`src/rtl/dcr_consts.svh`:
```
`ifndef DCR_CONSTS_SVH
`define DCR_CONSTS_SVH

// ==========================================================
// register offsets (byte addresses)
`define DCR_OFS_DAC_CTRL        16'h2010
`define DCR_OFS_CAL_LOCK        16'h2230
`define DCR_OFS_ATTEN_LP        16'h2264
`define DCR_OFS_NOATTEN_LP      16'h2268
`define DCR_OFS_ATTEN_HS        16'h22B8
`define DCR_OFS_NOATTEN_HS      16'h22BC
`define DCR_OFS_STATUS          16'h2014

// ==========================================================
// field positions
`define DCR_OFFSET_MSB          11
`define DCR_CTRL_ATTEN_BIT      0
`define DCR_CTRL_HSMODE_BIT     1
`define DCR_STAT_UNLOCK_BIT     0
`define DCR_STAT_REJECT_BIT     1
`define DCR_STAT_ATTEN_BIT      2
`define DCR_STAT_HSMODE_BIT     3
`define DCR_STAT_SEL_LSB        4

// ==========================================================
// reset values and keys
`define DCR_RST_OFFSET          12'h000
`define DCR_RST_LOCK            32'hDE87A5A0
`define DCR_UNLOCK_KEY          32'hDE87A5AF
`define DCR_RST_CTRL            2'h0
`define DCR_DAC_CODE_MAX        12'hFFF
`define DCR_DAC_CODE_MIN        12'h000

`endif

```
`src/rtl/dcr_pkg.sv`:
```
package dcr_pkg;
    // ==========================================================
    // types
    typedef logic [11:0]        dcr_code_t;
    typedef logic signed [11:0] dcr_offset_t;

    // which of the four offset registers is in use
    typedef enum logic [1:0]
    {
        DCR_SEL_NOATTEN_LP = 2'b00,
        DCR_SEL_ATTEN_LP   = 2'b01,
        DCR_SEL_NOATTEN_HS = 2'b10,
        DCR_SEL_ATTEN_HS   = 2'b11
    } dcr_sel_t;
endpackage

```
`src/rtl/dcr_corr_if.sv`:
```
interface dcr_corr_if;
    import dcr_pkg::*;
    // ==========================================================
    // selected offset handed to the correction datapath
    dcr_offset_t offset;
    logic        code_valid;
    dcr_code_t   code;
    dcr_code_t   corr_code;
    logic        corr_valid;

    modport regs
    (
        output offset,
        output code_valid,
        output code,
        input  corr_code,
        input  corr_valid
    );
    modport datapath
    (
        input  offset,
        input  code_valid,
        input  code,
        output corr_code,
        output corr_valid
    );
endinterface

```
`src/rtl/dcr_corr_apply.sv`:
```
`include "dcr_consts.svh"

module dcr_corr_apply
(
    // clock and reset
    input  wire logic clk,
    input  wire logic arst_n,
    // selected offset and raw code
    dcr_corr_if.datapath cif
);
    import dcr_pkg::*;

    logic signed [14:0] sum_half;
    logic        [11:0] nxt_code;
    logic        [11:0] corr_code_ff;
    logic               corr_valid_ff;

    // ==========================================================
    // add offset in half-LSB units, then drop the half bit
    always_comb
    begin
        // code doubled so the offset lsb is half a dac lsb
        sum_half = $signed({2'b00, cif.code, 1'b0}) + 15'(cif.offset);
        // clamp rather than wrap: a wrapped code would jump full scale
        if (sum_half < 15'sd0)
        begin
            nxt_code = `DCR_DAC_CODE_MIN;
        end
        // top of range in half steps: full code plus the half that is dropped
        else if (sum_half > $signed({2'b00, `DCR_DAC_CODE_MAX, 1'b1}))
        begin
            nxt_code = `DCR_DAC_CODE_MAX;
        end
        else
        begin
            nxt_code = sum_half[12:1];
        end
    end

    // corrected code register, one cycle after the raw code
    always_ff @(posedge clk or negedge arst_n)
    begin
        if (!arst_n)
        begin
            corr_code_ff  <= 12'h000;
            corr_valid_ff <= 1'b0;
        end
        else
        begin
            corr_valid_ff <= cif.code_valid;
            if (cif.code_valid)
            begin
                corr_code_ff <= nxt_code;
            end
        end
    end

    assign cif.corr_code  = corr_code_ff;
    assign cif.corr_valid = corr_valid_ff;
endmodule

```
`src/rtl/dcr_regs.sv`:
```
// The implementer's own choice: the address-and-strobe port.
`include "dcr_consts.svh"

module dcr_regs
#(
    parameter int ADDR_W = 16
)
(
    // clock and reset
    input  wire logic              clk,
    input  wire logic              arst_n,
    // register port
    input  wire logic [ADDR_W-1:0] reg_addr,
    input  wire logic [31:0]       reg_wdata,
    input  wire logic              reg_wr,
    input  wire logic              reg_rd,
    output      logic [31:0]       reg_rdata,
    // dac code path
    input  wire logic              code_valid,
    input  wire dcr_pkg::dcr_code_t code_in,
    output      logic              corr_valid,
    output      dcr_pkg::dcr_code_t corr_code,
    // mode outputs to the analog side
    output      logic              atten_en,
    output      logic              hs_mode
);
    import dcr_pkg::*;

    // ==========================================================
    // register map, byte offsets on reg_addr
    //   all registers are 32 bits wide on the port
    //   0x2010  dac control, bits 1:0 read/write, rest read zero
    //           bit 0 attenuator on (gain 0.2); clear gives gain 1
    //           bit 1 high-speed mode; clear gives low-power mode
    //   0x2014  status, read only apart from the clear bit
    //           bit 0 key in place, protected offsets writable
    //           bit 1 protected write refused; write 1 to clear
    //           bit 2 attenuator on, copy of control bit 0
    //           bit 3 high-speed mode, copy of control bit 1
    //           bits 5:4 offset set in use, {mode, attenuator}
    //   0x2230  calibration lock word, all 32 bits read/write
    //   0x2264  offset, attenuator on, low-power mode
    //   0x2268  offset, attenuator off, low-power mode
    //   0x22B8  offset, attenuator on, high-speed mode, locked
    //   0x22BC  offset, attenuator off, high-speed mode, locked
    //   others  writes dropped, reads return zero

    // ==========================================================
    // offset format
    //   bits 11:0 two's complement, one step is half a dac lsb
    //   bits 31:12 not stored, so they read zero whatever is written
    //   reserved bits are ignored on write
    //   0x7FF most positive, half an lsb short of a quarter of full scale
    //   0x800 most negative, a quarter of full scale down
    //   0x001 and 0xFFF nudge by plus and minus half an lsb
    //   0x000 leaves the code alone, and is the value after reset

    // ==========================================================
    // lock behaviour
    //   the lock word resets to a value that is not the key, so the
    //   high-speed offsets start out locked after every reset
    //   writing the key opens them; any other value closes them
    //   the word reads back as written, so software sees the state
    //   a refused write leaves the offset untouched and raises the
    //   sticky status flag; a refusal in the cycle of a clear wins,
    //   so a refusal is never lost to a late clear
    //   the status clear is write-one; writing zero there does nothing
    //   limitation: the key is compared as one word, no byte lanes
    //   the low-power offsets are never locked, by design choice

    // ==========================================================
    // register port timing
    //   a write lands at the edge that samples the strobe
    //   read data stand only in the cycle after the strobe and are
    //   zero otherwise, so a stale word never lingers on the bus
    //   strobes may follow each other with no gap; nothing waits
    //   a read right after a write returns the new value, since the
    //   read mux looks at the flops the write has just loaded

    // ==========================================================
    // correction path
    //   the set in use follows control bits 1:0 as {mode, attenuator}
    //   a mode change takes effect on the next sampled code
    //   a new offset written during a run applies to the next sample
    //   the corrected code is registered one cycle after code_valid
    //   and holds until the next valid, so the dac sees no glitch
    //   the sum saturates at both ends instead of wrapping, which
    //   costs two compares but keeps the transfer monotonic
    //   the half step is dropped by rounding toward minus infinity
    //   no dithering of the dropped half step is attempted

    // ==========================================================
    // limits and trade-offs
    //   no byte enables: each write replaces the whole field
    //   status is built from live flops, not a snapshot, so two
    //   reads in a row may differ if a write lands between them
    //   an address width under 6 bits would fold offsets together
    //   the lock word has no effect on reads; every offset can be
    //   read back whether the bank is locked or not
    //   code_valid may stay high every cycle; each cycle is one
    //   sample and gives one corrected code
    //   mode outputs change at the write edge, ahead of the next code

    // ==========================================================
    // storage
    logic [11:0] off_atten_lp_ff;
    logic [11:0] off_noatten_lp_ff;
    logic [11:0] off_atten_hs_ff;
    logic [11:0] off_noatten_hs_ff;
    logic [31:0] lock_ff;
    logic [1:0]  ctrl_ff;
    logic        reject_ff;
    logic [31:0] rdata_ff;
    logic [31:0] nxt_rdata;
    logic        unlocked;
    logic        wr_atten_hs;
    logic        wr_noatten_hs;
    logic        wr_status;
    dcr_sel_t    sel;
    logic [11:0] sel_offset;

    dcr_corr_if cif ();

    // ==========================================================
    // address decode for writes
    assign unlocked      = (lock_ff == `DCR_UNLOCK_KEY);
    assign wr_atten_hs   = reg_wr && (reg_addr == ADDR_W'(`DCR_OFS_ATTEN_HS));
    assign wr_noatten_hs = reg_wr && (reg_addr == ADDR_W'(`DCR_OFS_NOATTEN_HS));
    assign wr_status     = reg_wr && (reg_addr == ADDR_W'(`DCR_OFS_STATUS));

    // low-power offsets are never locked
    always_ff @(posedge clk or negedge arst_n)
    begin
        if (!arst_n)
        begin
            off_atten_lp_ff   <= `DCR_RST_OFFSET;
            off_noatten_lp_ff <= `DCR_RST_OFFSET;
        end
        else if (reg_wr)
        begin
            if (reg_addr == ADDR_W'(`DCR_OFS_ATTEN_LP))
            begin
                off_atten_lp_ff <= reg_wdata[`DCR_OFFSET_MSB:0];
            end
            else if (reg_addr == ADDR_W'(`DCR_OFS_NOATTEN_LP))
            begin
                off_noatten_lp_ff <= reg_wdata[`DCR_OFFSET_MSB:0];
            end
        end
    end

    // high-speed offsets keep their value unless the key is in place
    always_ff @(posedge clk or negedge arst_n)
    begin
        if (!arst_n)
        begin
            off_atten_hs_ff   <= `DCR_RST_OFFSET;
            off_noatten_hs_ff <= `DCR_RST_OFFSET;
        end
        else
        begin
            if (wr_atten_hs && unlocked)
            begin
                off_atten_hs_ff <= reg_wdata[`DCR_OFFSET_MSB:0];
            end
            if (wr_noatten_hs && unlocked)
            begin
                off_noatten_hs_ff <= reg_wdata[`DCR_OFFSET_MSB:0];
            end
        end
    end

    // lock word: any other value written locks again
    always_ff @(posedge clk or negedge arst_n)
    begin
        if (!arst_n)
        begin
            lock_ff <= `DCR_RST_LOCK;
        end
        else if (reg_wr && (reg_addr == ADDR_W'(`DCR_OFS_CAL_LOCK)))
        begin
            lock_ff <= reg_wdata;
        end
    end

    // dac control: attenuator and operating mode
    always_ff @(posedge clk or negedge arst_n)
    begin
        if (!arst_n)
        begin
            ctrl_ff <= `DCR_RST_CTRL;
        end
        else if (reg_wr && (reg_addr == ADDR_W'(`DCR_OFS_DAC_CTRL)))
        begin
            ctrl_ff[0] <= reg_wdata[`DCR_CTRL_ATTEN_BIT];
            ctrl_ff[1] <= reg_wdata[`DCR_CTRL_HSMODE_BIT];
        end
    end

    // sticky flag for a refused protected write; new refusal beats clear
    always_ff @(posedge clk or negedge arst_n)
    begin
        if (!arst_n)
        begin
            reject_ff <= 1'b0;
        end
        else if ((wr_atten_hs || wr_noatten_hs) && !unlocked)
        begin
            reject_ff <= 1'b1;
        end
        else if (wr_status && reg_wdata[`DCR_STAT_REJECT_BIT])
        begin
            reject_ff <= 1'b0;
        end
    end

    // ==========================================================
    // offset selection by mode and attenuator
    assign atten_en = ctrl_ff[0];
    assign hs_mode  = ctrl_ff[1];
    assign sel      = dcr_sel_t'({hs_mode, atten_en});

    always_comb
    begin
        case (sel)
            DCR_SEL_ATTEN_LP:   sel_offset = off_atten_lp_ff;
            DCR_SEL_NOATTEN_HS: sel_offset = off_noatten_hs_ff;
            DCR_SEL_ATTEN_HS:   sel_offset = off_atten_hs_ff;
            default:            sel_offset = off_noatten_lp_ff;
        endcase
    end

    assign cif.offset     = sel_offset;
    assign cif.code       = code_in;
    assign cif.code_valid = code_valid;
    assign corr_code      = cif.corr_code;
    assign corr_valid     = cif.corr_valid;

    // correction datapath, one register stage
    dcr_corr_apply u_apply
    (
        .clk    (clk),
        .arst_n (arst_n),
        .cif    (cif.datapath)
    );

    // ==========================================================
    // read mux; unmapped addresses read zero
    always_comb
    begin
        nxt_rdata = 32'h0000_0000;
        if (reg_addr == ADDR_W'(`DCR_OFS_ATTEN_LP))
        begin
            nxt_rdata = {20'h00000, off_atten_lp_ff};
        end
        else if (reg_addr == ADDR_W'(`DCR_OFS_NOATTEN_LP))
        begin
            nxt_rdata = {20'h00000, off_noatten_lp_ff};
        end
        else if (reg_addr == ADDR_W'(`DCR_OFS_ATTEN_HS))
        begin
            nxt_rdata = {20'h00000, off_atten_hs_ff};
        end
        else if (reg_addr == ADDR_W'(`DCR_OFS_NOATTEN_HS))
        begin
            nxt_rdata = {20'h00000, off_noatten_hs_ff};
        end
        else if (reg_addr == ADDR_W'(`DCR_OFS_CAL_LOCK))
        begin
            nxt_rdata = lock_ff;
        end
        else if (reg_addr == ADDR_W'(`DCR_OFS_DAC_CTRL))
        begin
            nxt_rdata = {30'h0000_0000, ctrl_ff};
        end
        else if (reg_addr == ADDR_W'(`DCR_OFS_STATUS))
        begin
            nxt_rdata[`DCR_STAT_UNLOCK_BIT] = unlocked;
            nxt_rdata[`DCR_STAT_REJECT_BIT] = reject_ff;
            nxt_rdata[`DCR_STAT_ATTEN_BIT]  = atten_en;
            nxt_rdata[`DCR_STAT_HSMODE_BIT] = hs_mode;
            nxt_rdata[`DCR_STAT_SEL_LSB +: 2] = sel;
        end
    end

    // read data valid only in the cycle after the strobe
    always_ff @(posedge clk or negedge arst_n)
    begin
        if (!arst_n)
        begin
            rdata_ff <= 32'h0000_0000;
        end
        else if (reg_rd)
        begin
            rdata_ff <= nxt_rdata;
        end
        else
        begin
            rdata_ff <= 32'h0000_0000;
        end
    end

    assign reg_rdata = rdata_ff;
endmodule
```
`config.mk`:
```
export PLATFORM = sky130hd
export DESIGN_NAME = dcr_regs
export DESIGN_NICKNAME = d
export VERILOG_FILES = /design/src/rtl/dcr_pkg.sv /design/src/rtl/dcr_corr_if.sv /design/src/rtl/dcr_corr_apply.sv /design/src/rtl/dcr_regs.sv
export VERILOG_INCLUDE_DIRS = /design/src /design/src/rtl
export SDC_FILE = /design/constraint.sdc
export NUM_CORES = 1
export LEC_CHECK = 0
export ABC_AREA = 1
export BUFFER_PORTS_ARGS = -buffer_cell sky130_fd_sc_hd__buf_2
export CAP_MARGIN = 15
export CORE_AREA = 2 2 116 118
export DETAILED_ROUTE_END_ITERATION = 10
export DIE_AREA = 0 0 118 120
export PLACE_DENSITY = 0.77
export SETUP_SLACK_MARGIN = 0.1
export SYNTH_ARGS = -nofsm -noshare
export SYNTH_HDL_FRONTEND = slang
export SYNTH_SLANG_ARGS = --single-unit
```
`constraint.sdc`:
```
create_clock -name clk -period 3.8 [get_ports clk]
set_clock_uncertainty 0.15 [all_clocks]
set_input_delay 0.19 -clock clk [delete_from_list [all_inputs] [get_ports clk]]
set_output_delay 0.19 -clock clk [all_outputs]
set_load 0.01 [all_outputs]
```
==> flow_summary.ini <==
[status]
status = completed

[drt]
firstDrtPassIters = 5
num_vias = 6336
ant_nets = 0
drc = 0
drt_wl_total_mm = 18.2
viasPerCell = 5.38
drt_iter0_markers = 609
wl_per_cell_microns = 15.5

[placed_design]
placed_cells = 1108
dpl_cell_area_sq_mm = 0.00764
portBuffers = 111
routabilityCongestion = 0.934
hpwlAfterDp_mm = 12.7

[sta]
clock.fmax_ghz = 0.303
fin_crit_sh_pct = 86.9
worst_pin_slew_ps = 883
relSlewSlack_pct = 41.0
hold_viol = 0
setup_violations = 0
slew_violations = 0
rsz0062_at_grt = false
finalCriticalPeriod_ps = 3300
tns_ps = 0

[worst_setup_path]
path_class = reg -> reg
critPathMaxStageDelay_ps = 470
critPathRequiredTime_ps = 3960
cp.arrival_ps = 3460
crit_buf_inv = 2
cp-start-kind = register
critical-path-top-delay-family = simple AND/OR/NAND/NOR gates
cp-end-kind = register
slowest_stage = dfrtp_1
worstPathCellList = inv_2, nor2_2, a221oi_1, o21ai_0, o21ai_0, inv_1, ha_1, fa_1, a21oi_2, nor2_1, nor2_1, nand2_1, nand2_1, nand2_1, nand2_1, nand2_1
cpMostUsedCell = nand2_1
cp_max_fo = 13

[synthesis]
synth_area_sq_mm = 0.00697
synth_seq_area_share_pct = 46.3
syn_nets = 925
synth_area_leaders = dfrtp_1, nand2_1, dfstp_2, o21ai_0, inv_1
synth_cells = 844
synth_top_area_cell = dfrtp_1
synth_top_flop_cell = dfrtp_1
synth_edf_count = 0
yosysTopAreaCellShare_pct = 40.2
synth-seq-cells = 128
syn_avg_cell_area_sq_um = 8.25
synthesis.yosys.warnings = 0
async_reset_ff_share_pct = 100
synth_cell_types = 42

[clocking]
clk_pin_slew_ps = 60
numClockSinks = 128
clk_latency_ps = 420
cts_tree = done
htree_num_levels = 4
cts_buffer_depth = 2
cts_buffers = 17
root_buffer = clkbuf_16

[die]
die_x_microns = 118
dieArea_sq_mm = 0.0142
core_sq_mm = 0.0130
start_util_pct = 53.7
die_y_microns = 120
rows = 42
num_io_pins = 112

[cells_and_area]
final_util_pct = 66.2
mostFrequentLayoutCells = nand2_1, dfrtp_1, buf_2, inv_1, o21ai_0
stdcell_count = 1177
fillCellCount = 1070
antenna_cells = 0
nets = 1069
fin_area_sq_mm = 0.00860
drive_gt1_share_pct = 22.4
final_common_cell = nand2_1
syn2layout_area_growth_pct = 23.4

[power_and_ir_drop]
p_leak_nw = 4.36
total_power_w = 0.00314
ir_worst_vdd_uv = 266
power.density_mw_per_mm2 = 365

[min_path]
hp-class = in -> reg

[global_route]
grt_max_degree = 85
grt_pass1_wl_mm = 29.9
grt_pass1_vias = 5988
gr-total-overflow = 0
grt.total_usage_pct = 26.9
antenna_found_initial = 0

[flow_run]
max-cap-violations = 0
[worst reg2reg max path, delay by kind of cell (launching register included)]
| kind | cells | cell delay (ps) |
|---|---|---|
| AOI/OAI and AO/OA | 4 | 690 |
| adders and majority gates | 2 | 670 |
| buffers and inverters | 2 | 290 |
| DFF | 1 | 470 |
| and+or+nand+nor | 8 | 940 |
[cell type report]
class	instances	area, sq um	share of cell area, %
well taps	176	220	2.56
clock buffers	17	425	4.95
inverters	107	402	4.67
repair buffers	152	988	11.5
flip-flops and latches	128	3220	37.5
clock inverters	15	141	1.64
multi-input cells	582	3200	37.2
[cells in the mapped netlist (5+ instances only)]
master and n:
clkbuf_1 8, buf_2 11, xor2_1 7, nor3b_1 13, a221oi_1 8, dfrtp_1 112
nor2_1 55, o21ai_0 84, mux2_4 16, nand3_1 32, inv_1 97, a21oi_1 26
nor3_1 11, inv_2 10, nand4_1 26, dfstp_2 16, o21ai_1 25, nor2_2 5
nand2_1 218, ha_1 15
[state kept, by name, summed over array words and instances, names as in the netlist]
register                count
lock_ff                    32
reg_rdata                  32
off_atten_hs_ff            12
off_atten_lp_ff            12
off_noatten_hs_ff          12
off_noatten_lp_ff          12
u_apply.cif.corr_code      12
ctrl_ff                     2
reject_ff                   1
u_apply.cif.corr_valid      1
[final timing paths]
check	from	to	slack, ps	cells after the start
max	ctrl_ff[1]$_DFFE_PN0P_	u_apply.cif.corr_code[9]$_DFFE_PN0P_	500	16
min in group asynchronous	arst_n	reg_rdata[13]$_DFF_PN0_	130	2
max reg2reg	ctrl_ff[1]$_DFFE_PN0P_	u_apply.cif.corr_code[9]$_DFFE_PN0P_	500	16
min	reg_wdata[11]	off_atten_hs_ff[11]$_DFFE_PN0P_	7	3
max in group asynchronous	arst_n	lock_ff[31]$_DFFE_PN1P_	2450	4
min reg2reg	u_apply.cif.corr_code[11]$_DFFE_PN0P_	u_apply.cif.corr_code[11]$_DFFE_PN0P_	320	2
[metal layers]
metal / part of all wire (%) / up-vias / GRT usage (%)
li1: - / 3073 / -
met4: 2.7 / 0 / 12.4
met5: 0 / - / 0
met2: 47 / 257 / 42.6
met1: 43 / 2965 / 36.0
met3: 6.9 / 41 / 5.28
[timing repair]
item / in CTS / in global routing
buffers inserted: 0 / 0
endpoints found under the setup margin: 0 / 12
hold buffers: 36 / 0
resized for setup: 0 / 2
hold endpoints to repair: 134 / 0
[report_power, final]
group / switching (W) / internal [W] / leakage [nW]
Combinational: 0.000133 / 0.0000848 / 2.40
Sequential: 0.00000641 / 0.00138 / 1.71
Clock: 0.000636 / 0.000902 / 0.258
[logic make-up (layout without fill, tap and decap cells)]
| logic type | Yosys count | in the layout | share of synthesized area [%] |
|---|---|---|---|
| XOR/XNOR | 10 | 10 | 1.26 |
| AND/OR/NAND/NOR | 382 | 382 | 25.5 |
| adder cells (fa/ha/maj) | 16 | 16 | 2.98 |
| AO/OA/AOI/OAI | 154 | 154 | 12.0 |
| buffers and inverters | 134 | 291 | 7.92 |
| flip-flops | 128 | 128 | 46.3 |
| multiplexers | 20 | 20 | 4.10 |
[through the flow]
step / setup WS [ps] / hold slack (ps)
5_1_grt: 106 / 24.9
3_3_place_gp: 442 / 161
4_1_cts: 301 / 3.11
2_1_floorplan: 785 / -256
6_report: 498 / 7.10
3_5_place_dp: 324 / 162
(Power assumes the default switching activity.)
